### src/hw/iptr_pkg.sv
// shared constants and types of the indirect pointer addressing unit
package iptr_pkg;

  // ----------------------------------------------------------------
  // widths
  // ----------------------------------------------------------------
  localparam int PTR_W = 12;
  localparam int BYTE_W = 8;
  localparam int NUM_PAIRS = 3;
  localparam int PAIR_SEL_W = 2;
  localparam int HI_USED_W = PTR_W - BYTE_W;

  // ----------------------------------------------------------------
  // values
  // ----------------------------------------------------------------
  localparam logic [PTR_W-1:0] PTR_RESET = 12'h000;
  localparam logic [PTR_W-1:0] PTR_STEP = 12'h001;
  localparam logic [BYTE_W-1:0] BYTE_ZERO = 8'h00;
  localparam logic [HI_USED_W-1:0] HI_UNUSED_ZERO = 4'h0;

  // virtual operand codes in the special function space: for each pair,
  // plain at its base and the four other operands just below it
  localparam logic [PTR_W-1:0] VOP_BASE0 = 12'hFEF;
  localparam logic [PTR_W-1:0] VOP_BASE1 = 12'hFE7;
  localparam logic [PTR_W-1:0] VOP_BASE2 = 12'hFDF;
  localparam logic [PTR_W-1:0] VOP_SPAN = 12'h004;

  // ----------------------------------------------------------------
  // types
  // ----------------------------------------------------------------
  typedef enum logic [4:0] {
    MODE_PLAIN   = 5'h01,
    MODE_POST_DECREMENT_OPERAND = 5'h02,
    MODE_POST_INCREMENT_OPERAND = 5'h04,
    MODE_PRE_INCREMENT_OPERAND  = 5'h08,
    MODE_OFFSET  = 5'h10
  } iptr_mode_t;

  typedef enum logic [2:0] {
    ST_IDLE  = 3'h1,
    ST_ISSUE = 3'h2,
    ST_WAIT  = 3'h4
  } iptr_state_t;

  // indirect access request from instruction execution
  typedef struct packed {
    logic valid;
    logic [PAIR_SEL_W-1:0] pair;
    iptr_mode_t mode;
    logic write;
    logic [BYTE_W-1:0] wdata;
    logic [BYTE_W-1:0] wreg;
  } iptr_req_t;

  // direct write of one pointer byte
  typedef struct packed {
    logic valid;
    logic [PAIR_SEL_W-1:0] pair;
    logic high;
    logic [BYTE_W-1:0] data;
  } iptr_ptrwr_t;

  // data RAM port
  typedef struct packed {
    logic en;
    logic we;
    logic [PTR_W-1:0] addr;
    logic [BYTE_W-1:0] wdata;
  } iptr_ram_t;

  // answer to an indirect access
  typedef struct packed {
    logic valid;
    logic [BYTE_W-1:0] data;
  } iptr_rsp_t;

  // true when an address lands on any virtual operand code
  function automatic logic isVirtual(input logic [PTR_W-1:0] a);
    isVirtual = ((a <= VOP_BASE0) && (a >= VOP_BASE0 - VOP_SPAN)) ||
                ((a <= VOP_BASE1) && (a >= VOP_BASE1 - VOP_SPAN)) ||
                ((a <= VOP_BASE2) && (a >= VOP_BASE2 - VOP_SPAN));
  endfunction

endpackage

### src/hw/iptr_pair.sv
// one pointer pair: low byte plus four used bits of the high byte
`timescale 1ns/1ps
module iptr_pair
  import iptr_pkg::*;
(
  // clock and reset
  input wire logic clk,
  input wire logic reset,
  // direct byte write
  input wire logic byteWe,
  input wire logic byteHigh,
  input wire logic [BYTE_W-1:0] byteData,
  // automatic step
  input wire logic stepEn,
  input wire logic stepDown,
  // pointer value
  output logic [PTR_W-1:0] ptr_q
);

  logic [PTR_W-1:0] ptr_d;

  always_comb begin
    ptr_d = ptr_q;
    if (byteWe) begin
      if (byteHigh) begin
        ptr_d = {byteData[HI_USED_W-1:0], ptr_q[BYTE_W-1:0]};
      end else begin
        ptr_d = {ptr_q[PTR_W-1:BYTE_W], byteData};
      end
    end else if (stepEn) begin
      // whole-pair step, carry and borrow cross bytes, wraps at 12 bits
      if (stepDown) begin
        ptr_d = ptr_q - PTR_STEP;
      end else begin
        ptr_d = ptr_q + PTR_STEP;
      end
    end
  end

  always_ff @(posedge clk) begin
    if (reset) begin
      ptr_q <= PTR_RESET;
    end else begin
      ptr_q <= ptr_d;
    end
  end

endmodule

### src/hw/iptr_agen.sv
// target address and pointer step for one operand mode
`timescale 1ns/1ps
module iptr_agen
  import iptr_pkg::*;
(
  // operand
  input iptr_mode_t mode,
  input wire logic [PTR_W-1:0] ptr,
  input wire logic [BYTE_W-1:0] wreg,
  // result
  output logic [PTR_W-1:0] target,
  output logic stepEn,
  output logic stepDown
);

  logic [PTR_W-1:0] offsetExt;

  // working register taken as signed, sign-extended to pointer width
  assign offsetExt = {{HI_USED_W{wreg[BYTE_W-1]}}, wreg};

  always_comb begin
    target = ptr;
    stepEn = 1'b0;
    stepDown = 1'b0;
    case (mode)
      MODE_PLAIN: begin
        target = ptr;
      end
      MODE_POST_DECREMENT_OPERAND: begin
        target = ptr;
        stepEn = 1'b1;
        stepDown = 1'b1;
      end
      MODE_POST_INCREMENT_OPERAND: begin
        target = ptr;
        stepEn = 1'b1;
      end
      MODE_PRE_INCREMENT_OPERAND: begin
        target = ptr + PTR_STEP;
        stepEn = 1'b1;
      end
      MODE_OFFSET: begin
        target = ptr + offsetExt;
      end
      default: begin
        target = ptr;
      end
    endcase
  end

endmodule

### src/hw/iptr_unit.sv
// indirect pointer addressing unit between instruction execution and RAM
`timescale 1ns/1ps
// Function
// - three pointer pairs of two bytes; high byte uses four bits, 12-bit
// - plain operand accesses the pointed location, pointer unchanged
// - bank select and access-bank bit play no part in the address
// - operand codes have no storage; access redirects to the pointer
// - operands are not reachable through another pointer
// - post-decrement uses the pointer, then lowers the pair by one
// - post-increment uses the pointer, then raises the pair by one
// - pre-increment raises the pair by one, then uses the new value
// - offset operand adds signed working register to the pointer
// - offset and plain leave pointer and working register alone
// - steps act on the whole pair, carry and borrow cross bytes
// - pointer steps never change arithmetic status flags
module iptr_unit
  import iptr_pkg::*;
(
  // clock and reset
  input wire logic clk,
  input wire logic reset,
  // indirect access from instruction execution
  input iptr_req_t req,
  output logic reqReady_q,
  output iptr_rsp_t rsp_q,
  // direct pointer byte writes
  input iptr_ptrwr_t ptrWr,
  // pointer values for readback
  output logic [NUM_PAIRS-1:0][PTR_W-1:0] ptrView_q,
  // data RAM, read data one cycle after a read enable
  output iptr_ram_t ram_q,
  input wire logic [BYTE_W-1:0] ramRdata
);

  // ----------------------------------------------------------------
  // state
  // ----------------------------------------------------------------
  iptr_state_t state_q;
  iptr_state_t state_d;
  logic accept;
  logic virtTarget_q;
  logic isWrite_q;

  // ----------------------------------------------------------------
  // pointer pairs
  // ----------------------------------------------------------------
  logic [PTR_W-1:0] selPtr;
  logic [PTR_W-1:0] target;
  logic stepEn;
  logic stepDown;

  assign accept = req.valid && reqReady_q;

  always_comb begin
    selPtr = ptrView_q[0];
    if (req.pair == 2'h1) begin
      selPtr = ptrView_q[1];
    end else if (req.pair == 2'h2) begin
      selPtr = ptrView_q[2];
    end
  end

  iptr_agen agen (
    .mode(req.mode),
    .ptr(selPtr),
    .wreg(req.wreg),
    .target(target),
    .stepEn(stepEn),
    .stepDown(stepDown)
  );

  genvar gi;
  generate
    for (gi = 0; gi < NUM_PAIRS; gi++) begin : g_pair
      logic hitWr;
      logic hitStep;
      assign hitWr = ptrWr.valid &&
                     (ptrWr.pair == PAIR_SEL_W'(gi));
      // step applied on the accepting edge; no flag is touched
      assign hitStep = accept && stepEn &&
                       (req.pair == PAIR_SEL_W'(gi));
      iptr_pair pair (
        .clk(clk),
        .reset(reset),
        .byteWe(hitWr),
        .byteHigh(ptrWr.high),
        .byteData(ptrWr.data),
        .stepEn(hitStep),
        .stepDown(stepDown),
        .ptr_q(ptrView_q[gi])
      );
    end
  endgenerate

  // ----------------------------------------------------------------
  // sequence control
  // ----------------------------------------------------------------
  always_comb begin
    state_d = state_q;
    case (state_q)
      ST_IDLE: begin
        if (accept) begin
          state_d = ST_ISSUE;
        end
      end
      ST_ISSUE: begin
        if (!isWrite_q && !virtTarget_q) begin
          state_d = ST_WAIT;
        end else begin
          state_d = ST_IDLE;
        end
      end
      ST_WAIT: begin
        state_d = ST_IDLE;
      end
      default: begin
        state_d = ST_IDLE;
      end
    endcase
  end

  always_ff @(posedge clk) begin
    if (reset) begin
      state_q <= ST_IDLE;
    end else begin
      state_q <= state_d;
    end
  end

  always_ff @(posedge clk) begin
    if (reset) begin
      reqReady_q <= 1'b1;
    end else begin
      reqReady_q <= (state_d == ST_IDLE);
    end
  end

  always_ff @(posedge clk) begin
    if (reset) begin
      virtTarget_q <= 1'b0;
      isWrite_q <= 1'b0;
    end else if (accept) begin
      // operand codes reached through a pointer are never forwarded
      virtTarget_q <= isVirtual(target);
      isWrite_q <= req.write;
    end
  end

  // ----------------------------------------------------------------
  // data RAM port
  // ----------------------------------------------------------------
  // the full pointer value is the address, no banking applies
  always_ff @(posedge clk) begin
    if (reset) begin
      ram_q.en <= 1'b0;
      ram_q.we <= 1'b0;
      ram_q.addr <= PTR_RESET;
      ram_q.wdata <= BYTE_ZERO;
    end else if (accept) begin
      ram_q.en <= !isVirtual(target);
      ram_q.we <= req.write && !isVirtual(target);
      ram_q.addr <= target;
      ram_q.wdata <= req.wdata;
    end else begin
      ram_q.en <= 1'b0;
      ram_q.we <= 1'b0;
    end
  end

  // ----------------------------------------------------------------
  // answer
  // ----------------------------------------------------------------
  always_ff @(posedge clk) begin
    if (reset) begin
      rsp_q.valid <= 1'b0;
      rsp_q.data <= BYTE_ZERO;
    end else if (state_q == ST_ISSUE && (isWrite_q || virtTarget_q)) begin
      rsp_q.valid <= 1'b1;
      rsp_q.data <= BYTE_ZERO;
    end else if (state_q == ST_WAIT) begin
      rsp_q.valid <= 1'b1;
      rsp_q.data <= ramRdata;
    end else begin
      rsp_q.valid <= 1'b0;
    end
  end

endmodule

### config.mk
export PLATFORM = sky130hd
export DESIGN_NAME = iptr_unit
export DESIGN_NICKNAME = d
export VERILOG_FILES = /design/src/hw/iptr_pkg.sv /design/src/hw/iptr_pair.sv /design/src/hw/iptr_agen.sv /design/src/hw/iptr_unit.sv
export SDC_FILE = /design/constraint.sdc
export NUM_CORES = 1
export LEC_CHECK = 0
export ABC_CLOCK_PERIOD_IN_PS = 6110
export BUFFER_PORTS_ARGS = -buffer_cell sky130_fd_sc_hd__buf_4
export CAP_MARGIN = 20
export CORE_MARGIN = 10
export CORE_UTILIZATION = 50
export DETAILED_ROUTE_END_ITERATION = 12
export PLACE_DENSITY_LB_ADDON = 0.2
export RECOVER_POWER = 25
export SYNTH_ARGS = -nofsm -noshare
export SYNTH_HDL_FRONTEND = slang
export SYNTH_SLANG_ARGS = --single-unit
export TNS_END_PERCENT = 30
### constraint.sdc
create_clock -name clk -period 6.11 [get_ports clk]
set_input_delay 0.9165 -clock clk [delete_from_list [all_inputs] [get_ports clk]]
set_output_delay 0.9165 -clock clk [all_outputs]
set_load 0.005 [all_outputs]
==> Word level (Yosys, flattened, before mapping) <==
Index checks and enable logic that the tools add are counted.
{ "totals": {"ff_bits": 73, "in_bits": 47, "out_inout_bits": 68, "elab_cells": 104} }
{ "classes": {"add_sub_neg": 8, "n_lt_le_gt_ge": 6, "n_eq_ne": 18, "muxes": 21, "bitwise_logic": 1, "reduce_logical": 34} }
{ "op_table": {"columns": ["cell", "count"], "rows": [
  ["$mux W12", 12],
  ["$add A12 B1 Y12 const B", 4],
  ["$ge A12 B12 Y1 const B", 3],
  ["$le A12 B12 Y1 const B", 3],
  ["$sub A12 B1 Y12 const B", 3],
  ["$pmux W12 S2", 1],
  ["$logic_and A1 B1 Y1", 14],
  ["$add A12 B12 Y12", 1],
  ["$ne A2 B2 Y1 const B", 6],
  ["$reduce_and A2 Y1", 6],
  ["$mux W9", 1],
  ["$mux W8", 1],
  ["$eq A3 B1 Y1 const B", 2],
  ["$mux W3", 2],
  ["$pmux W3 S2", 1],
  ["$reduce_bool A2 Y1", 3],
  ["$eq A5 B2 Y1 const B", 1],
  ["$eq A5 B3 Y1 const B", 1],
  ["$eq A5 B4 Y1 const B", 1],
  ["$eq A5 B5 Y1 const B", 1],
  ["$eq A2 B1 Y1 const B", 2],
  ["$eq A2 B2 Y1 const B", 2],
  ["$logic_not A2 Y1", 2],
  ["$reduce_or A2 Y1", 2],
  ["7 further kinds", 13]
]} }

==> Longest topological paths before layout <==
Gate-level depths: netlist of the first run.
{ "logic_depth": {"ltp_word": 11, "mapped_depth": 14, "depth_no_buf": 13} }

==> By module <==
Synthesis of the first run repeated with hierarchy kept, for this count alone.
{ "unflattened": {"cells_unflattened": 692, "area_unflattened_um2": 5504.0} }
{ "by_module_without_submodules": {"columns": ["module", "n_inst", "cells_each", "area_each_um2", "seq_area_each_um2"], "rows": [
  ["iptr_pair (g_pair[0].pair ...)", 2, 131, 1057.3, 240.2],
  ["iptr_unit", 1, 210, 1681.6, 740.7],
  ["iptr_pair (g_pair[2].pair)", 1, 128, 1058.5, 240.2],
  ["iptr_agen", 1, 92, 649.4, 0.0]
]} }

==> Worst setup path after synthesis of the first run <==
Ideal clock, no wire load.
{ "synth_path": {"path_type": "input -> register", "start": "in req[21] (netlist bit)", "end": "reg g_pair[2].pair.ptr_q[10]", "setup_ns": 0.106, "arrival_time_ns": 6.241, "required_ns": 6.004, "path_slack_ns": -0.237, "cell_stages": 12, "n_path_buf": 1, "cell_sequence": "buf_2 > nor4_1 > inv_1 > fa_1 > nor2b_1 > o21ai_0 > a21oi_1 > o21ai_0 > a21oi_1 > a31oi_1 > or4_1 > o311ai_0"} }
{ "synth_between": {"elab_chain_len": 7, "elab_cells_between_ends": 13, "classes_between": "3 x eq/ne; 5 x mux; 5 x reduce/logical"} }
{ "synth_lines": {"columns": ["element", "line", "rtl"], "rows": [
  ["start: declaration", "iptr_unit.sv:23", "input iptr_req_t req,"],
  ["$eq A5 B3 Y1, or another cell as far along", "iptr_agen.sv:25", "case (mode)"],
  ["$reduce_or A3 Y1 (no line)", null, null],
  ["$mux W1", "iptr_agen.sv:25", null],
  ["$logic_and A1 B1 Y1 (2 in series)", "iptr_unit.sv:80", "assign hitStep = accept && stepEn &&"],
  ["$reduce_bool A2 Y1 (no line)", null, null],
  ["$reduce_and A2 Y1 (no line)", null, null],
  ["end signal: assignment", "iptr_pair.sv:44", "ptr_q <= ptr_d;"],
  ["end: declaration", "iptr_pair.sv:17", "output logic [PTR_W-1:0] ptr_q"]
]} }
Parallel ways exist; a longest one is shown, timed or not. The select of a mux whose other input is x is not followed.
A chain may end at the register's enable or synchronous reset.

==> Worst setup path after layout of the first run <==
{ "layout_path": {"start": "in req[19] (netlist bit)", "end": "reg virtTarget_q"} }
{ "layout_between": {"elab_chain_len": 6, "elab_cells_between_ends": 14, "classes_between": "6 x order compare; 2 x eq/ne; 1 x mux; 5 x reduce/logical"} }
{ "layout_lines": {"columns": ["element", "line", "rtl"], "rows": [
  ["$eq A5 B5 Y1 or $eq A5 B4 Y1 (tied branches)", "iptr_agen.sv:25", null],
  ["$pmux W12 S2 (*)", "iptr_agen.sv:25", null],
  ["$le A12 B12 Y1, or another cell as far along", "iptr_pkg.sv:79", "isVirtual = ((a <= VOP_BASE0) && (a >= VOP_BASE0 - VOP_SPAN)) ||"],
  ["$logic_and A1 B1 Y1, on equally long branches", "iptr_pkg.sv:79, iptr_pkg.sv:80", null],
  ["$logic_or A1 B1 Y1", "iptr_pkg.sv:79", null],
  ["$logic_or A1 B1 Y1 (*)", "iptr_pkg.sv:80", "((a <= VOP_BASE1) && (a >= VOP_BASE1 - VOP_SPAN)) ||"],
  ["end signal: assignment", "iptr_unit.sv:144", "virtTarget_q <= isVirtual(target);"],
  ["end: declaration", "iptr_unit.sv:41", "logic virtTarget_q;"]
]} }
Mark *: on every way between the ends. The rest lies on a longest branch, timed or not.

==> results of run 1 <==
area by class of cell:
cell class | count | share of cell area [%]
flip-flops and latches | 73 | 22.75
repair buffers | 120 | 13.73
multi-input cells | 565 | 56.51
inverters | 21 | 1.227
clock buffers | 9 | 1.928
clock inverters | 7 | 1.207
well taps | 136 | 2.648
through the flow:
step | setup slack, ns | utilization [%] | power (uW) | hold WS [ns] | area, um^2
2_1_floorplan | 1.113 | - | 678.8 | 0.4492 | 5279
3_3_place_gp | 1.441 | 60.74 | 780.6 | 0.4424 | 6242
3_5_place_dp | 1.236 | 60.74 | 787.5 | 0.4473 | 6242
4_1_cts | 1.615 | 62.70 | 1179 | 0.4598 | 6444
5_1_grt | 1.163 | 62.52 | 1233 | 0.4817 | 6425
6_report | 1.535 | 62.52 | 1179 | 0.4579 | 6425
cells in the final DEF, fill, tap and decap left out, drive strengths merged, types with 10 or more instances in the layout:
cell | synthesis | final
clkbuf | 17 | 31
nand2b | 12 | 12
xnor2 | 22 | 22
a211oi | 16 | 16
and2 | 10 | 10
inv | 20 | 22
nand2 | 64 | 64
buf | 10 | 98
o22ai | 12 | 12
nor4 | 13 | 13
nor2 | 97 | 97
a21oi | 64 | 64
ha | 41 | 41
o21ai | 39 | 39
mux2i | 14 | 14
and3 | 13 | 13
nor3 | 24 | 24
dfxtp | 73 | 73
flip-flops by register name, indices dropped and copies added, names as in the netlist:
name / cells
state_q: 3
rsp_q: 9
g_pair.pair.ptr_q: 36
reqReady_q: 1
ram_q: 22
virtTarget_q: 1
isWrite_q: 1
worst max-delay path, cell delays in order:
cell      delay, ns
buf_4          0.14
nor4_1         0.70
and2_1         0.24
nand2b_1       0.07
ha_1           0.24
fa_1           0.43
a21o_1         0.21
a221oi_1       0.46
a21oi_1        0.16
xnor2_1        0.18
o32ai_1        0.28
nand4_1        0.16
or4b_1         0.52
a21oi_1        0.14
cells by family (layout without fill, tap and decap cells):
| logic type | Yosys count | after routing | share of synthesized area [%] |
|---|---|---|---|
| buf+inv | 48 | 157 | 3.702 |
| mux | 14 | 14 | 2.658 |
| flops | 73 | 73 | 27.72 |
| compound gates | 191 | 191 | 23.52 |
| fa+ha+maj | 45 | 45 | 11.25 |
| simple gates | 284 | 284 | 26.01 |
| xor+xnor | 31 | 31 | 5.149 |
final timing paths:
kind,to,cells past startpoint,start
setup / recovery,virtTarget_q,14,req[19]
hold / removal,ram_q[7],2,ram_q[7]
setup reg to reg,virtTarget_q,11,g_pair[2].pair.ptr_q[4]
hold reg to reg,ram_q[7],2,ram_q[7]
routing by layer:
layer / wire, um / vias up / track usage, % / part of all wire, %
li1: - / 2715 / - / -
met1: 7279 / 2652 / 29.43 / 42
met5: 0 / - / 0 / 0
met3: 1504 / 42 / 4.775 / 8.7
met2: 8032 / 247 / 36.28 / 47
met4: 437 / 0 / 9.131 / 2.5
report_power, final:
| group | internal, uW | leakage, uW | switching [uW] |
|---|---|---|---|
| registers | 498 | 0.000595 | 23.0 |
| logic | 115 | 0.00214 | 142 |
| clock network | 192 | 0.000100 | 208 |
| total | 806 | 0.00284 | 373 |
==> out/results.ini, run 1 <==
[cells_and_area]
n_fill_cell=965
multi_input_area_um2=3631
syn_to_final_growth_pct=21.86
drive_gt1_share_pct=18.99
fin_nets=882
antennaDiodeCount=0
regArea_um2=1461
final-instance-count-excl-fill=931

[drt]
wl_mm=17.25
vias=5656
drtAntennaViolNets=0
dr.pass1.iters=6
wire_per_inst_um=18.53
drt_iter0_drc=469
via_per_inst=6.075
drc=0

[logic_synthesis]
synth_common_cells=nor2_1 (97), dfxtp_1 (73), nand2_1 (64), a21oi_1 (62), ha_1 (41)
synth_area_leaders=dfxtp_1 (28%), ha_1 (9.7%), nor2_1 (6.9%)
yosys.cell_types.count=63
yosys_warnings=0
synth_edf_count=0
synthArstFlopShare_pct=0
synth_top_area_share_pct=27.72
synth_area_leader_cell=dfxtp_1
synth-seq-cells=73
synth_nets=778
syn_inst=686
synth_seq_area_share_pct=27.72
syn_avg_cell_area_um2=7.686
ys.flop_type=dfxtp_1
synth.most_common_cell=nor2_1
syn_area_um2=5273

[global_route]
grtUsageTotal_pct=22.79
grt_pass1_wl_mm=27.82
antenna_found_initial=0
grt_max_degree=58
grt.overflow.total=0
grt_pass1_vias=5555

[placement]
dpl.cell_count=915
port_buffers=114
dpl.hpwl_mm=13.35
gp_congestion=0.9192

[clock_tree]
numCtsBuffers=9
cts-htree-levels=3
ctsLongestPathBuffers=2
root_buffer=clkbuf_8
clkLatencyLatePin_ns=0.37
postCtsResizedCells=0
cts.sinks=73
tritoncts=built
hold_buffers=0
cts_setup_buffers=0
clk_pin_slew_ns=0.09

[worst_hold_path]
holdCritPathClass=reg2reg

[critical_path]
reg2reg_slack_ns=2.43
cp.required_ns=6.38
critPathCaptureType=flop
start_kind=input port
cp_max_fo=7
crit_type=in2reg
critical_path_arrival_ns=4.85

[timing]
fmax_mhz=218.6
slew_violations=58
tightestPinTransition_ns=2.622
finalCritPeriodShare_pct=74.87
clock_skew_ns=0.01402
min_period_ns=4.575
setup_violations=0
setup_tns_ns=0
slew_headroom_pct=-74.81
hold_violations=0
grt_setup_unrepaired=false

[outcome]
status=complete, but fails checks
violations=max-capacitance violations, max-slew violations

[power_and_ir_drop]
power.density_nw_per_um2=183.4
p_leak_uw=0.002835
irDropWorstVdd_uv=125.6

[floorplan]
die-area_um2=15050
die_w_um=122.7
initial_utilization_pct=51.30
ioPinCount=115
coreArea_um2=10280
rows=37
die_h_um=122.7

[flow_run]
maxCapViolations=1

Power figures use the tool's default switching activity.
==> run 2: changes to the inputs <==
--- a/config.mk
+++ b/config.mk
@@ -5,7 +5,7 @@
 export SDC_FILE = /design/constraint.sdc
 export NUM_CORES = 1
 export LEC_CHECK = 0
-export ABC_CLOCK_PERIOD_IN_PS = 6110
+export ABC_CLOCK_PERIOD_IN_PS = 3690
 export BUFFER_PORTS_ARGS = -buffer_cell sky130_fd_sc_hd__buf_4
 export CAP_MARGIN = 20
 export CORE_MARGIN = 10
==> constraint.sdc (replaced) <==
create_clock -name clk -period 3.69 [get_ports clk]
set_input_delay 0.5535 -clock clk [delete_from_list [all_inputs] [get_ports clk]]
set_output_delay 0.5535 -clock clk [all_outputs]
set_load 0.005 [all_outputs]
==> run 2 against run 1 <==
Compared with the run above: the flow now finishes without violations; die area did not move; sequential power rose by 66%; clock skew barely moved; utilization rose by 2.9 points; sequential share of layout area fell by 1.0 points.
==> out/results.ini, run 2 (same netlist as run 1, synthesis figures left out) <==
[clock_tree]
tritoncts=built  ; unchanged
ctsLongestPathBuffers=2  ; unchanged
numCtsBuffers=9  ; unchanged
hold_buffers=0  ; unchanged
postCtsResizedCells=0  ; unchanged
cts-htree-levels=3  ; unchanged
clk_pin_slew_ns=0.08  ; was 0.09 ns
root_buffer=clkbuf_8  ; unchanged
cts.sinks=73  ; unchanged
clkLatencyLatePin_ns=0.36  ; was 0.37 ns
cts_setup_buffers=0  ; unchanged

[cells_and_area]
syn_to_final_growth_pct=27.57  ; was 21.86%
design_area_um2=6726  ; was 6425 um^2
mostFrequentLayoutCells=buf_4 (127), nor2_1 (97), dfxtp_1 (73)  ; was buf_4 (98), nor2_1 (97), dfxtp_1 (73)
top_register=g_pair.pair.ptr_q  ; unchanged
fin_nets=920  ; was 882
final-instance-count-excl-fill=970  ; was 931
layout_commonest_cell=buf_4  ; unchanged
drive_gt1_share_pct=22.57  ; was 18.99%
largest_reg_flops=36  ; unchanged
reg.largest.list=g_pair.pair.ptr_q x36, ram_q x22, rsp_q x9  ; unchanged

[timing]
slew_violations=0  ; was 58
min_period_ns=3.429
hold_ws_ns=0.4315  ; was 0.4579 ns
fmax_mhz=291.6
hold_violations=0  ; unchanged
finalCritPeriodShare_pct=92.94
tightestPinTransition_ns=0.9263  ; was 2.622 ns
setup_violations=0  ; unchanged
grt_setup_unrepaired=false  ; unchanged
setup_slack_ns=0.2606  ; was 1.535 ns
clock_skew_ns=0.01430  ; was 0.01402 ns
slew_headroom_pct=38.24  ; was -74.81%

[floorplan]
initial_utilization_pct=51.30  ; unchanged
rows=37  ; unchanged
die_w_um=122.7  ; unchanged
coreArea_um2=10280  ; unchanged
die_h_um=122.7  ; unchanged
die-area_um2=15050  ; unchanged
ioPinCount=115  ; unchanged

[global_route]
antenna_found_initial=0  ; unchanged
grt.overflow.total=0  ; unchanged
grt_pass1_vias=5509  ; was 5555
grtUsageTotal_pct=22.84  ; was 22.79%
grt_pass1_wl_mm=27.62  ; was 27.82 mm
grt_max_degree=58  ; unchanged

[critical_path]
critPathCaptureType=flop  ; unchanged
start_kind=input port  ; unchanged
critical_path_arrival_ns=3.72  ; was 4.85 ns
cp_max_fo=3  ; was 7
cp.required_ns=3.98  ; was 6.38 ns
crit_type=in2reg  ; unchanged

[power_and_ir_drop]
p_leak_uw=0.002996  ; was 0.002835 uW
power.density_nw_per_um2=285.7  ; was 183.4 nW/um^2
irDropWorstVdd_uv=234.3  ; was 125.6 uV

[placement]
gp_congestion=0.9552  ; was 0.9192
port_buffers=114  ; unchanged
post_dp_cell_area_um2=6579  ; was 6242 um^2
dpl.cell_count=953  ; was 915
pre_cts_slack_ns=-0.1084  ; was 1.236 ns
dpl.hpwl_mm=13.96  ; was 13.35 mm

[drt]
wire_per_inst_um=18.34  ; was 18.53 um
via_per_inst=5.893  ; was 6.075
dr.pass1.iters=4  ; was 6
wl_mm=17.79  ; was 17.25 mm
drtAntennaViolNets=0  ; unchanged
drc=0  ; unchanged
vias=5716  ; was 5656
drt_iter0_drc=549  ; was 469

[worst_hold_path]
holdCritPathClass=in2reg  ; was reg2reg

[outcome]
status=finished clean  ; was complete, but fails checks

[flow_run]
maxCapViolations=0  ; was 1

==> run 2: changes by cell type in the layout (fill, tap and decap cells not counted), sizes merged <==
cell,previous run,this run
clkinv,4,2
diode,0,1
bufinv,1,0
clkinvlp,1,4
inv,22,21
buf,98,130
clkbuf,31,38
==> run 2: worst paths after layout <==
| check | to | from | depth (start not counted) | slack [ns] |
|---|---|---|---|---|
| worst min register to register | ram_q[3] | ram_q[3] | 2 | 0.46 |
| worst max-delay path | virtTarget_q | req[19] | 15 | 0.26 |
| worst min-delay path | rsp_q[4] | ramRdata[4] | 3 | 0.43 |
| worst max register to register | virtTarget_q | g_pair[2].pair.ptr_q[4] | 12 | 0.31 |
==> run 2: per-layer routing <==
layer	vias up	wire [um]	global-route usage (%)
met5	-	0	0
met4	0	469	10.09
met3	43	1379	5.556
met2	206	8310	36.31
met1	2682	7630	28.74
li1	2785	-	-
==> run 2: final cells by class <==
class	count	area [um^2]
Sequential cell	73	1461
Clock inverter	6	43.79
Timing Repair Buffer	158	1197
Antenna cell	1	2.502
Inverter	21	78.83
Multi-Input combinational cell	565	3645
Clock buffer	10	127.6
Fill cell	954	3551
Tap cell	136	170.2
==> run 2: power by group <==
| group | internal (uW) | total [uW] | leakage [uW] | switching [uW] |
|---|---|---|---|---|
| logic | 229 | 479 | 0.00233 | 249 |
| registers | 825 | 864 | 0.000595 | 38.9 |
| clock network | 245 | 580 | 0.0000749 | 334 |
| total | 1300 | 1920 | 0.00300 | 623 |
==> run 2: metrics by stage <==
step	TNS, ns	utilization, %	total power (uW)
floorplan	-0.2153	-	1126
global placement	-0.06579	64.01	1341
detailed placement	-0.1735	64.01	1357
CTS	0	65.68	1927
global route	0	65.42	2007
finish	0	65.45	1922
==> run 2: worst max-delay path, stage by stage <==
cell and delay [ns]:
buf_4 0.12, nor4_2 0.29, and2_1 0.19, nand2b_1 0.07, ha_1 0.23, fa_1 0.39
a21o_1 0.20, a221oi_1 0.25, buf_4 0.17, a21oi_1 0.07, xnor2_1 0.14, o32ai_1 0.27
nand4_1 0.14, or4b_1 0.52, a21oi_1 0.13
==> run 3: changes to the inputs <==
--- a/config.mk
+++ b/config.mk
@@ -8,8 +8,10 @@
 export ABC_CLOCK_PERIOD_IN_PS = 3690
 export BUFFER_PORTS_ARGS = -buffer_cell sky130_fd_sc_hd__buf_4
 export CAP_MARGIN = 20
+export CELL_PAD_IN_SITES_DETAIL_PLACEMENT = 1
+export CELL_PAD_IN_SITES_GLOBAL_PLACEMENT = 1
 export CORE_MARGIN = 10
-export CORE_UTILIZATION = 50
+export CORE_UTILIZATION = 36
 export DETAILED_ROUTE_END_ITERATION = 12
 export PLACE_DENSITY_LB_ADDON = 0.2
 export RECOVER_POWER = 25
==> run 3 against run 2 <==
Compared with the run above: die area is 32% higher; routed wire length up 16%; sequential power hardly changed; clock power increased by 67%; critical path type unchanged; largest power group is now clock; highest routed layer unchanged.
==> out/results.ini, run 3 (same netlist as run 1, synthesis figures left out) <==
[clock_tree]
numCtsBuffers=9  ; unchanged
clk_pin_slew_ns=0.06  ; was 0.08 ns
root_buffer=clkbuf_16  ; was clkbuf_8
ctsLongestPathBuffers=2  ; unchanged
clkLatencyLatePin_ns=0.35  ; was 0.36 ns
cts.sinks=73  ; unchanged
cts-htree-levels=3  ; unchanged
tritoncts=built  ; unchanged
hold_buffers=0  ; unchanged

[critical_path]
worstRegToRegCells=12  ; unchanged
start_kind=input port  ; unchanged
reg2reg_from=g_pair[2].pair.ptr_q[4]  ; unchanged
critical_path_arrival_ns=3.76  ; was 3.72 ns
cp_max_fo=19  ; was 3
reg2reg_slack_ns=0.30  ; was 0.31 ns
critPathCaptureType=flop  ; unchanged
cp.required_ns=3.95  ; was 3.98 ns
crit_type=in2reg  ; unchanged
r2r_end=virtTarget_q  ; unchanged

[placement]
post_dp_cell_area_um2=6679  ; was 6579 um^2
port_buffers=114  ; unchanged
gp_congestion=0.9073  ; was 0.9552
dpl.hpwl_mm=16.44  ; was 13.96 mm

[drt]
drc=0  ; unchanged
wire_per_inst_um=20.07  ; was 18.34 um
vias=5793  ; was 5716
wl_mm=20.59  ; was 17.79 mm
drt_iter0_drc=374  ; was 549
drtAntennaViolNets=0  ; unchanged
dr.pass1.iters=4  ; unchanged
via_per_inst=5.646  ; was 5.893

[power_and_ir_drop]
power.density_nw_per_um2=332.4  ; was 285.7 nW/um^2
irDropWorstVdd_uv=174.0  ; was 234.3 uV
p_leak_uw=0.003107  ; was 0.002996 uW

[global_route]
grt_max_degree=58  ; unchanged
grtUsageTotal_pct=20.19  ; was 22.84%
grt.overflow.total=0  ; unchanged
grt_pass1_vias=6185  ; was 5509
antenna_found_initial=0  ; unchanged
grt_pass1_wl_mm=32.86  ; was 27.62 mm

[floorplan]
rows=44  ; was 37
die-area_um2=19890  ; was 15050 um^2
die_h_um=141.0  ; was 122.7 um
ioPinCount=115  ; unchanged
die_w_um=141.0  ; was 122.7 um
coreArea_um2=14420  ; was 10280 um^2
initial_utilization_pct=36.55  ; was 51.30%

[cells_and_area]
fin_nets=929  ; was 920
regArea_um2=1461  ; unchanged
design_area_um2=6992  ; was 6726 um^2
antennaDiodeCount=0  ; was 1
layout_commonest_cell=buf_4  ; unchanged
drive_gt1_share_pct=23.40  ; was 22.57%
syn_to_final_growth_pct=32.61  ; was 27.57%
multi_input_area_um2=3654  ; was 3645 um^2
mostFrequentLayoutCells=buf_4 (132), nor2_1 (97), dfxtp_1 (73)  ; was buf_4 (127), nor2_1 (97), dfxtp_1 (73)
n_fill_cell=1796  ; was 954
reg.largest.list=g_pair.pair.ptr_q x36, ram_q x22, rsp_q x9  ; unchanged
top_register=g_pair.pair.ptr_q  ; unchanged
largest_reg_flops=36  ; unchanged

[worst_hold_path]
hold_path_depth=3  ; unchanged
holdCritPathClass=in2reg  ; unchanged
min_to=ram_q[3]  ; was rsp_q[4]
hold_start=req[11]  ; was ramRdata[4]

[timing]
grt_setup_unrepaired=false  ; unchanged
tightestPinTransition_ns=0.9698  ; was 0.9263 ns
slew_headroom_pct=35.35  ; was 38.24%
setup_violations=0  ; unchanged
hold_violations=0  ; unchanged
fmax_mhz=285.5  ; was 291.6 MHz
finalCritPeriodShare_pct=94.92  ; was 92.94%
slew_violations=0  ; unchanged
setup_tns_ns=0  ; unchanged
min_period_ns=3.503  ; was 3.429 ns
clock_skew_ns=0.009358  ; was 0.01430 ns

[flow_run]
maxCapViolations=0  ; unchanged

[outcome]
status=finished clean  ; unchanged

-- run 3: stage by stage --
step,utilization (%),instances,total power [uW],hold slack [ns],setup slack [ns]
after floorplan,-,686,1126,0.4492,-0.1124
after global placement,46.30,1008,1355,0.4425,-0.1316
after detailed placement,46.30,1008,1376,0.4530,-0.2498
after CTS,48.57,1024,2349,0.4417,0.09942
after global routing,48.47,1026,2436,0.4570,0.009462
final,48.47,1026,2324,0.4508,0.1875
-- run 3: power breakdown --
group          internal [uW]  switching, uW
registers                826           40.7
clock network            598            368
logic                    230            261
-- run 3: cell type report --
| class | instances | share of cell area (%) |
|---|---|---|
| Multi-Input combinational cell | 565 | 52.25 |
| Sequential cell | 73 | 20.90 |
| Timing Repair Buffer | 167 | 17.75 |
| Tap cell | 184 | 3.293 |
| Clock buffer | 9 | 3.221 |
| Clock inverter | 7 | 1.450 |
| Inverter | 21 | 1.127 |
-- run 3: routing by layer --
layer / wire [um] / part of all wire (%) / GRT usage [%] / vias to the layer above
met5: 0 / 0 / 0 / -
met4: 407 / 2.0 / 6.033 / 0
met3: 956 / 4.6 / 4.098 / 29
met2: 10050 / 49 / 34.56 / 119
met1: 9178 / 45 / 24.79 / 2843
li1: - / - / - / 2802
-- run 3: worst max-delay path: stages --
cell and delay (ns):
buf_4 0.12, buf_4 0.14, nand2b_1 0.17, nor4_4 0.12, buf_4 0.22, buf_12 0.18, ha_1 0.28, nand2_1 0.08
o21ai_0 0.14, o41ai_1 0.51, o21ai_0 0.29, o41ai_1 0.43, xnor2_1 0.14, and3_1 0.20, nor3_1 0.17
-- run 3: how the worst max path moves through the flow --
stage | start | end | slack [ns]
2_1_floorplan | req[21] | g_pair[2].pair.ptr_q[10] | -0.11
3_3_place_gp | req[19] | virtTarget_q | -0.13
3_5_place_dp | req[19] | virtTarget_q | -0.25
4_1_cts | req[19] | virtTarget_q | 0.1
5_1_grt | req[19] | virtTarget_q | 0.009
6_report | req[20] | g_pair[2].pair.ptr_q[11] | 0.19
-- run 3: repair_timing --
action                                  4_1_cts  5_1_grt
endpoints found under the setup margin        0        3
buffers inserted                              0        2
resized for setup                             0        2
